## config.mk

```make
export PLATFORM = sky130hd
export DESIGN_NAME = dsp_top
export DESIGN_NICKNAME = d
export VERILOG_FILES = /design/src/design/dsp_pkg.sv /design/src/design/dsp_top.sv
export VERILOG_INCLUDE_DIRS = /design/src /design/src/design
export SDC_FILE = /design/constraint.sdc
export NUM_CORES = 2
export LEC_CHECK = 0
export ABC_CLOCK_PERIOD_IN_PS = 27800
export CAP_MARGIN = 20
export CORE_MARGIN = 4
export CORE_UTILIZATION = 50
export DETAILED_ROUTE_END_ITERATION = 6
export DONT_BUFFER_PORTS = 1
export GPL_ROUTABILITY_DRIVEN = 0
export PLACE_DENSITY_LB_ADDON = 0.2
export SLEW_MARGIN = 40
export SYNTH_ARGS = -nofsm -noshare
export SYNTH_HDL_FRONTEND = slang
export SYNTH_SLANG_ARGS = --single-unit
export TNS_END_PERCENT = 10
```

## constraint.sdc

```tcl
create_clock -name CLK_I -period 27.8 [get_ports CLK_I]
set_input_delay 1.39 -clock CLK_I [delete_from_list [all_inputs] [get_ports CLK_I]]
set_output_delay 1.39 -clock CLK_I [all_outputs]
set_load 0.02 [all_outputs]
```

## src/design/dsp_cfg.svh

```systemverilog
// constants of the divider setting planner: register map, limits and timing
// Functional notes
// - minimum total division is lowest VCO frequency over requested output frequency
// - low-speed divider takes the smallest power of two that leaves a legal high-speed divider
// - high-speed divider is nearest legal integer reaching minimum VCO, stepping upward only
// - odd high-speed values above 33 are illegal; step up to next even
// - VCO target is output times both dividers and must fit the grade range
// - feedback divider is VCO target over crystal frequency, control voltage centred
// - feedback divider is 43-bit unsigned, 11 integer bits and 32 fraction bits
// - fraction is fractional part times two to the 32, truncated
// - low-speed divider as 3-bit exponent, high-speed as 11-bit binary value
// - gain must be recalibrated whenever VCO differs from factory default
// - feedback integer part is truncated before choosing the ADC-rate divider
// - ADC-rate divider 16 to 71, 18 to 78, 20 to 85, else 22
// - gain scale is round of 128 times 80e6 over VCO/adc divider/8
// - high-speed divider 4 to 2046; odd only up to 33
`ifndef DSP_CFG_SVH
`define DSP_CFG_SVH

// ----------------------------------------------------------------
// register offsets
// ----------------------------------------------------------------
`define DSP_OFS_CTRL      8'h00
`define DSP_OFS_FOUT      8'h04
`define DSP_OFS_STATUS    8'h08
`define DSP_OFS_HS_LS     8'h0c
`define DSP_OFS_FB_FRAC   8'h10
`define DSP_OFS_FB_INT    8'h14
`define DSP_OFS_ADC_GAIN  8'h18
`define DSP_OFS_FVCO_LO   8'h1c
`define DSP_OFS_FVCO_HI   8'h20
`define DSP_OFS_FACT_LO   8'h24
`define DSP_OFS_FACT_HI   8'h28

// ----------------------------------------------------------------
// field positions
// ----------------------------------------------------------------
`define DSP_CTRL_START    0
`define DSP_CTRL_GRADE_LO 1
`define DSP_ST_BUSY       0
`define DSP_ST_DONE       1
`define DSP_ST_ERROR      2
`define DSP_ST_RECAL      3
`define DSP_LS_POS        16
`define DSP_GAIN_POS      8

// ----------------------------------------------------------------
// reset values and frequency limits in Hz
// ----------------------------------------------------------------
`define DSP_FOUT_RST      32'h0957_b9b0
`define DSP_FACT_RST      48'h0000_0000_0000
`define DSP_FVCO_MIN      48'd10800000000
`define DSP_FVCO_MAX_A    48'd13122222022
`define DSP_FVCO_MAX_B    48'd12511886114
`define DSP_FVCO_MAX_C    48'd12206718160
`define DSP_FXTAL         48'd152600000
`define DSP_ADC_NOM_X1024 48'd81920000000
`define DSP_HS_MIN        40'd4
`define DSP_HS_ODD_MAX    40'd33
`define DSP_HS_MAX        40'd2046
`define DSP_LS_MAX        3'd5
`define DSP_FBI_18        11'd72
`define DSP_FBI_20        11'd79
`define DSP_FBI_22        11'd86
`define DSP_DIV_STEPS     7'd72

`endif

```

## src/design/dsp_pkg.sv

```systemverilog
// types shared by the divider setting planner
package dsp_pkg;

    typedef enum logic [2:0] {
        ST_IDLE   = 3'b000,
        ST_DIV    = 3'b001,
        ST_PICK   = 3'b010,
        ST_FB     = 3'b011,
        ST_GAIN   = 3'b100,
        ST_FINISH = 3'b101
    } dsp_state_t;

    typedef struct packed {
        logic [2:0]  ls_code;
        logic [10:0] hs_div;
        logic [42:0] fb_div;
        logic [4:0]  adc_div;
        logic [7:0]  gain;
        logic [47:0] fvco;
    } dsp_plan_t;

endpackage

```

## src/design/dsp_top.sv

```systemverilog
// divider setting planner: apb register front end and serial planning engine
//
// Implementation choices: the APB register port and the placing of the registers.
`timescale 1ns/1ns
`include "dsp_cfg.svh"

module dsp_top
    import dsp_pkg::*;
(
    // clock and reset
    input  wire logic        CLK_I,
    input  wire logic        RST_B_I,
    // apb slave
    input  wire logic        PSEL_I,
    input  wire logic        PENABLE_I,
    input  wire logic        PWRITE_I,
    input  wire logic [7:0]  PADDR_I,
    input  wire logic [31:0] PWDATA_I,
    output logic      [31:0] PRDATA_O,
    output logic             PREADY_O,
    output logic             PSLVERR_O,
    // plan result
    output dsp_plan_t        PLAN_O,
    output logic             PLAN_VALID_O,
    output logic             PLAN_ERROR_O,
    output logic             RECAL_NEEDED_O
);

    // ----------------------------------------------------------------
    // bus decode
    // ----------------------------------------------------------------
    logic        wr_en;
    logic        rd_setup;
    logic        mapped;
    logic [31:0] rd_mux;

    assign wr_en    = PSEL_I & PENABLE_I & PWRITE_I;
    assign rd_setup = PSEL_I & ~PENABLE_I & ~PWRITE_I;
    assign mapped   = (PADDR_I[1:0] == 2'h0) && (PADDR_I <= `DSP_OFS_FACT_HI);
    assign PREADY_O  = 1'b1;
    assign PSLVERR_O = PSEL_I & PENABLE_I & ~mapped;

    // ----------------------------------------------------------------
    // state
    // ----------------------------------------------------------------
    dsp_state_t  state_q;
    dsp_state_t  ret_q;
    dsp_plan_t   plan_q;
    logic [31:0] fout_q;
    logic [1:0]  grade_q;
    logic [47:0] fact_q;
    logic        busy_q;
    logic        done_q;
    logic        err_q;
    logic [39:0] min_q;
    logic [2:0]  k_q;
    logic [71:0] num_q;
    logic [47:0] den_q;
    logic [48:0] rem_q;
    logic [71:0] quo_q;
    logic [6:0]  cnt_q;
    logic        start;

    assign start = wr_en && (PADDR_I == `DSP_OFS_CTRL) && PWDATA_I[`DSP_CTRL_START] && !busy_q;

    // ----------------------------------------------------------------
    // software registers
    // ----------------------------------------------------------------
    // a register write that lands while busy is dropped so the engine sees stable inputs
    always_ff @(posedge CLK_I or negedge RST_B_I) begin
        if (!RST_B_I) begin
            fout_q  <= `DSP_FOUT_RST;
            grade_q <= 2'h0;
            fact_q  <= `DSP_FACT_RST;
        end else if (wr_en && !busy_q) begin
            case (PADDR_I)
                `DSP_OFS_CTRL:    grade_q <= PWDATA_I[`DSP_CTRL_GRADE_LO +: 2];
                `DSP_OFS_FOUT:    fout_q <= PWDATA_I;
                `DSP_OFS_FACT_LO: fact_q[31:0] <= PWDATA_I;
                `DSP_OFS_FACT_HI: fact_q[47:32] <= PWDATA_I[15:0];
                default: ;
            endcase
        end
    end

    // ----------------------------------------------------------------
    // combinational search step
    // ----------------------------------------------------------------
    logic [39:0] hs_raw;
    logic [39:0] hs_leg;
    logic [47:0] fvco_c;
    logic [47:0] fvco_max;
    logic [48:0] rem_sh;
    logic        rem_ge;
    logic [10:0] fb_int;
    logic [4:0]  adc_c;

    always_comb begin
        hs_raw = (min_q + ((40'h1 << k_q) - 40'h1)) >> k_q;
        if (hs_raw < `DSP_HS_MIN) begin
            hs_leg = `DSP_HS_MIN;
        end else if (hs_raw > `DSP_HS_ODD_MAX && hs_raw[0]) begin
            hs_leg = hs_raw + 40'h1;
        end else begin
            hs_leg = hs_raw;
        end
    end

    assign fvco_c = (48'(fout_q) * 48'(hs_leg[10:0])) << k_q;

    always_comb begin
        case (grade_q)
            2'h0:    fvco_max = `DSP_FVCO_MAX_A;
            2'h1:    fvco_max = `DSP_FVCO_MAX_B;
            default: fvco_max = `DSP_FVCO_MAX_C;
        endcase
    end

    assign rem_sh = {rem_q[47:0], num_q[71]};
    assign rem_ge = rem_sh >= {1'b0, den_q};
    assign fb_int = quo_q[42:32];

    always_comb begin
        if (fb_int >= `DSP_FBI_22) begin
            adc_c = 5'd22;
        end else if (fb_int >= `DSP_FBI_20) begin
            adc_c = 5'd20;
        end else if (fb_int >= `DSP_FBI_18) begin
            adc_c = 5'd18;
        end else begin
            adc_c = 5'd16;
        end
    end

    // ----------------------------------------------------------------
    // planning engine
    // ----------------------------------------------------------------
    // one shared restoring divider serves all three quotients; 72 steps each
    // trades latency (about 220 cycles a plan) for a single subtractor
    always_ff @(posedge CLK_I or negedge RST_B_I) begin
        if (!RST_B_I) begin
            state_q <= ST_IDLE;
            ret_q   <= ST_IDLE;
            min_q   <= 40'h0;
            k_q     <= 3'h0;
            num_q   <= 72'h0;
            den_q   <= 48'h0;
            rem_q   <= 49'h0;
            quo_q   <= 72'h0;
            cnt_q   <= 7'h0;
        end else begin
            case (state_q)
                ST_IDLE: begin
                    if (start && fout_q != 32'h0) begin
                        num_q   <= 72'(`DSP_FVCO_MIN) + 72'(fout_q) - 72'h1;
                        den_q   <= 48'(fout_q);
                        rem_q   <= 49'h0;
                        cnt_q   <= `DSP_DIV_STEPS;
                        ret_q   <= ST_PICK;
                        k_q     <= 3'h0;
                        state_q <= ST_DIV;
                    end
                end
                ST_DIV: begin
                    num_q <= {num_q[70:0], 1'b0};
                    rem_q <= rem_ge ? rem_sh - {1'b0, den_q} : rem_sh;
                    quo_q <= {quo_q[70:0], rem_ge};
                    cnt_q <= cnt_q - 7'h1;
                    if (cnt_q == 7'h1) begin
                        state_q <= ret_q;
                    end
                end
                ST_PICK: begin
                    if (ret_q == ST_PICK) begin
                        min_q <= quo_q[39:0];
                        ret_q <= ST_FB;
                    end else if (hs_leg > `DSP_HS_MAX) begin
                        if (k_q == `DSP_LS_MAX) begin
                            state_q <= ST_FINISH;
                        end else begin
                            k_q <= k_q + 3'h1;
                        end
                    end else if (fvco_c > fvco_max || fvco_c < `DSP_FVCO_MIN) begin
                        state_q <= ST_FINISH;
                    end else begin
                        num_q   <= {fvco_c[39:0], 32'h0};
                        den_q   <= `DSP_FXTAL;
                        rem_q   <= 49'h0;
                        cnt_q   <= `DSP_DIV_STEPS;
                        state_q <= ST_DIV;
                    end
                end
                ST_FB: begin
                    // rounding: (2n + d) / 2d
                    num_q   <= 72'(`DSP_ADC_NOM_X1024 * 48'(adc_c)) * 72'h2
                               + 72'(plan_q.fvco);
                    den_q   <= {plan_q.fvco[46:0], 1'b0};
                    rem_q   <= 49'h0;
                    cnt_q   <= `DSP_DIV_STEPS;
                    ret_q   <= ST_GAIN;
                    state_q <= ST_DIV;
                end
                ST_GAIN: begin
                    state_q <= ST_FINISH;
                end
                ST_FINISH: begin
                    state_q <= ST_IDLE;
                end
                default: begin
                    state_q <= ST_IDLE;
                end
            endcase
        end
    end

    // ----------------------------------------------------------------
    // plan result
    // ----------------------------------------------------------------
    always_ff @(posedge CLK_I or negedge RST_B_I) begin
        if (!RST_B_I) begin
            plan_q <= '0;
        end else if (state_q == ST_PICK && ret_q == ST_FB && hs_leg <= `DSP_HS_MAX) begin
            plan_q.ls_code <= k_q;
            plan_q.hs_div  <= hs_leg[10:0];
            plan_q.fvco    <= fvco_c;
        end else if (state_q == ST_FB) begin
            plan_q.fb_div  <= quo_q[42:0];
            plan_q.adc_div <= adc_c;
        end else if (state_q == ST_GAIN) begin
            plan_q.gain <= quo_q[7:0];
        end
    end

    // ----------------------------------------------------------------
    // status flags
    // ----------------------------------------------------------------
    // the zero-frequency request fails at once rather than dividing by zero
    always_ff @(posedge CLK_I or negedge RST_B_I) begin
        if (!RST_B_I) begin
            busy_q <= 1'b0;
            done_q <= 1'b0;
            err_q  <= 1'b0;
        end else if (start) begin
            busy_q <= fout_q != 32'h0;
            done_q <= fout_q == 32'h0;
            err_q  <= fout_q == 32'h0;
        end else if (state_q == ST_FINISH) begin
            busy_q <= 1'b0;
            done_q <= 1'b1;
            err_q  <= ret_q != ST_GAIN;
        end
    end

    assign PLAN_O         = plan_q;
    assign PLAN_VALID_O   = done_q & ~err_q;
    assign PLAN_ERROR_O   = err_q;
    assign RECAL_NEEDED_O = done_q & ~err_q & (plan_q.fvco != fact_q);

    // ----------------------------------------------------------------
    // read data
    // ----------------------------------------------------------------
    always_comb begin
        case (PADDR_I)
            `DSP_OFS_CTRL:     rd_mux = {29'h0, grade_q, 1'b0};
            `DSP_OFS_FOUT:     rd_mux = fout_q;
            `DSP_OFS_STATUS:   rd_mux = {28'h0, RECAL_NEEDED_O, err_q, done_q, busy_q};
            `DSP_OFS_HS_LS:    rd_mux = {13'h0, plan_q.ls_code, 5'h0, plan_q.hs_div};
            `DSP_OFS_FB_FRAC:  rd_mux = plan_q.fb_div[31:0];
            `DSP_OFS_FB_INT:   rd_mux = {21'h0, plan_q.fb_div[42:32]};
            `DSP_OFS_ADC_GAIN: rd_mux = {16'h0, plan_q.gain, 3'h0, plan_q.adc_div};
            `DSP_OFS_FVCO_LO:  rd_mux = plan_q.fvco[31:0];
            `DSP_OFS_FVCO_HI:  rd_mux = {16'h0, plan_q.fvco[47:32]};
            `DSP_OFS_FACT_LO:  rd_mux = fact_q[31:0];
            `DSP_OFS_FACT_HI:  rd_mux = {16'h0, fact_q[47:32]};
            default:           rd_mux = 32'h0;
        endcase
    end

    // read data is caught in the setup cycle so it leaves a flip-flop
    always_ff @(posedge CLK_I or negedge RST_B_I) begin
        if (!RST_B_I) begin
            PRDATA_O <= 32'h0;
        end else if (rd_setup) begin
            PRDATA_O <= rd_mux;
        end
    end

endmodule

```

==> flow_summary.ini <==
[status]
outcome = complete, but fails checks
violations = DRC

[synthesis]
synthMuxAreaShare = 0.08754
synth_cell_types = 129
avgSynthCellArea_sq_um = 8.902
synthCells = 5366
synthArstFlopShare = 1.000
synth_xor_xnor_area_share = 0.03832
yosys-top-cells-area = dfrtp_1 25%, fa_1 11%, ha_1 6.3%
synth_top_family_by_area = compound AO/OA/AOI/OAI gates
synth_edf_count = 0
synth.top_cell.area_share = 0.2541
yosys_register_bits = 500
synth_compound_area_frac = 0.1880
yosys_most_used_dff = dfrtp_1
synth_seq_area_share = 0.2623
yosysWarnings = 0
synth_fa_ha_area_frac = 0.1766
synthSimpleGateAreaFrac = 0.1799
synth_top_cell_by_area = dfrtp_1
synth_area_sq_um = 47770

[drt]
routedWlPerCell_um = 27.57
drt-total-wl_um = 179100
drt-initial-drc-count = 6036
vias_per_cell = 6.537
dr.pass1.iters = 7
drc = 10
vias = 42460
antenna_left = 0

[setup_path]
start_kind = flip-flop
cp_slowest_stage_delay_ns = 0.73
worst-endpoint-arrival_ns = 17.70
crit_fanout = 74
required_ns = 28.31
critPathKind = flip-flop to flip-flop
cp_slowest_cell = dfrtp_4
crit_path_end_kind = flip-flop

[cts]
clkSinkCount = 500
cts_tree = built
h-tree-depth = 2
cts-resized-gates = 0
path_clk_slew_ns = 0.07
cts_buffer_depth = 3
post_cts_buffers = 0
clock_latency_ns = 0.65
cts-root-buf = clkbuf_16
cts_buffers = 52
cts_hold_buffers = 0

[global_route]
antenna_found_initial = 9
grt_usage = 0.3484
grt_max_degree = 501
grt_pass1_wl_um = 263400
grt-ovfl-total = 0
grt_pass1_vias = 39740

[power]
power_density_nw_per_um2 = 43.12
p_leak_nw = 24.77
ir_drop_mv = 0.04679

[timing]
slew_headroom = 0.2546
rsz0062_at_grt = false
setup_ws_ns = 10.61
fin_crit_sh = 0.6183
slew_viol_final = 0
fmax_mhz = 58.18
hold_violations = 0
setup_tns_ns = 0
fin_skew_ns = 0.03092
setup_viol = 0
worstMarginPinSlew_ns = 1.118
post-route-min-period_ns = 17.19

[floorplan]
rows = 113
ios = 200
fp.coreArea_sq_um = 94870
die_w_um = 317.1
initial_utilization = 0.5035
die-area_sq_um = 100500
die_y_um = 317.1

[placed_design]
place_hpwl_um = 134400
io_buffers = 0
post-place-ws_ns = 11.03

[cells_and_area]
final_layout_size_suffix_gt1_frac = 0.1070
layout_commonest_cell = nand2_1
syn_to_final_growth_pct = 5.752
final_nets = 5736
layout_common_cells = 712 x nand2_1, 479 x dfrtp_1, 412 x inv_1

[job]
cap_violations = 0

[hold_path]
worstHoldPathType = input port to asynchronous set/reset pin
## cells by family after synthesis
| family | after synthesis |
|---|---|
| AO/OA/AOI/OAI | 1249 |
| other | 2 |
| adder cells (fa/ha/maj) | 511 |
| flip-flops | 500 |
| XOR/XNOR | 209 |
| buffers and inverters | 760 |
| multiplexers | 366 |
| AND/OR/NAND/NOR | 1769 |
## power breakdown
| part | total [W] | switching [W] | internal, W |
|---|---|---|---|
| registers | 0.000851 | 0.0000653 | 0.000785 |
| clock network | 0.000764 | 0.000329 | 0.000434 |
| logic | 0.000564 | 0.000308 | 0.000256 |
## path summary, 6_finish.rpt
| kind | startpoint | to | slack, ns | cells after the start |
|---|---|---|---|---|
| worst min-delay path | RST_B_I | rem_q[15]$_DFFE_PN0P_ | 0.47 | 0 |
| max in group asynchronous | RST_B_I | k_q[1]$_DFFE_PN0P_ | 26.31 | 0 |
| worst max register to register | k_q[0]$_DFFE_PN0P_ | num_q[11]$_DFFE_PN0P_ | 10.61 | 56 |
| worst min register to register | cnt_q[6]$_DFFE_PN0P_ | cnt_q[6]$_DFFE_PN0P_ | 0.49 | 1 |
| worst max-delay path | k_q[0]$_DFFE_PN0P_ | num_q[11]$_DFFE_PN0P_ | 10.61 | 56 |
| min in group CLK_I | cnt_q[6]$_DFFE_PN0P_ | cnt_q[6]$_DFFE_PN0P_ | 0.49 | 1 |
## state kept, by name, summed over array words and instances, names as in the netlist, 40 cells and up
signal	cells
PLAN_O	116
num_q	72
den_q	48
fact_q	48
rem_q	48
quo_q	43
min_q	40
## cells in the mapped netlist (22+ instances only)
cell type / n
o31ai_1: 30
nor3_1: 103
a22o_1: 99
xnor2_1: 103
a31oi_1: 51
o221ai_1: 32
inv_1: 415
nand3_1: 77
mux2_1: 57
a221oi_1: 35
dfrtp_1: 485
buf_2: 22
buf_1: 37
a22oi_1: 60
xor2_1: 106
fa_1: 272
nand2_1: 716
nor2_1: 293
a211oi_1: 32
buf_4: 23
a222oi_1: 30
nor4_1: 50
o21a_1: 37
o211ai_1: 28
a21o_1: 85
mux2_2: 191
mux2i_1: 94
nand4_1: 46
o21ai_0: 201
a21oi_1: 241
or3_1: 26
and3_1: 41
and2_1: 229
nand2b_1: 40
ha_1: 239
clkbuf_1: 229
nor2b_1: 36
## critical path, delay by kind of cell, from the launching register on
kind | cells | cell delay, ns
flip-flops | 1 | 0.73
XOR/XNOR | 2 | 0.81
AND/OR/NAND/NOR | 16 | 3.43
buffers and inverters | 6 | 1.19
adder cells (fa/ha/maj) | 10 | 4.00
multiplexers | 3 | 1.36
AO/OA/AOI/OAI | 19 | 5.34
## metal layers
layer / vias up / wire [um] / global-route usage
li1: 18520 / - / -
met1: 20790 / 71230 / 0.4729
met2: 2627 / 72330 / 0.4851
met3: 517 / 25560 / 0.1447
met4: 4 / 9942 / 0.1554
met5: - / 28 / 0
## through the flow
step           cells  total power [W]  instance area (sq um)  utilization  hold slack [ns]
3_3_place_gp    6389         0.001400                  48590       0.5122           0.4709
2_1_floorplan   5369         0.001291                  47780            -           0.4458
5_1_grt         6490         0.002276                  50500       0.5324           0.4378
3_5_place_dp    6389         0.001413                  48650       0.5128           0.4772
6_report        6495         0.002178                  50520       0.5325           0.4692
4_1_cts         6487         0.002166                  50460       0.5319           0.4473
## final cells by class
cell class / instances / area (sq um)
Clock buffer: 69 / 1488
Antenna cell: 6 / 15.01
Clock inverter: 29 / 330.3
Fill cell: 8705 / 44350
Multi-Input combinational cell: 4109 / 32230
Sequential cell: 500 / 12550
Inverter: 418 / 1569
Timing Repair Buffer: 99 / 757.0
Tap cell: 1265 / 1583
Power figures use the tool's default switching activity.
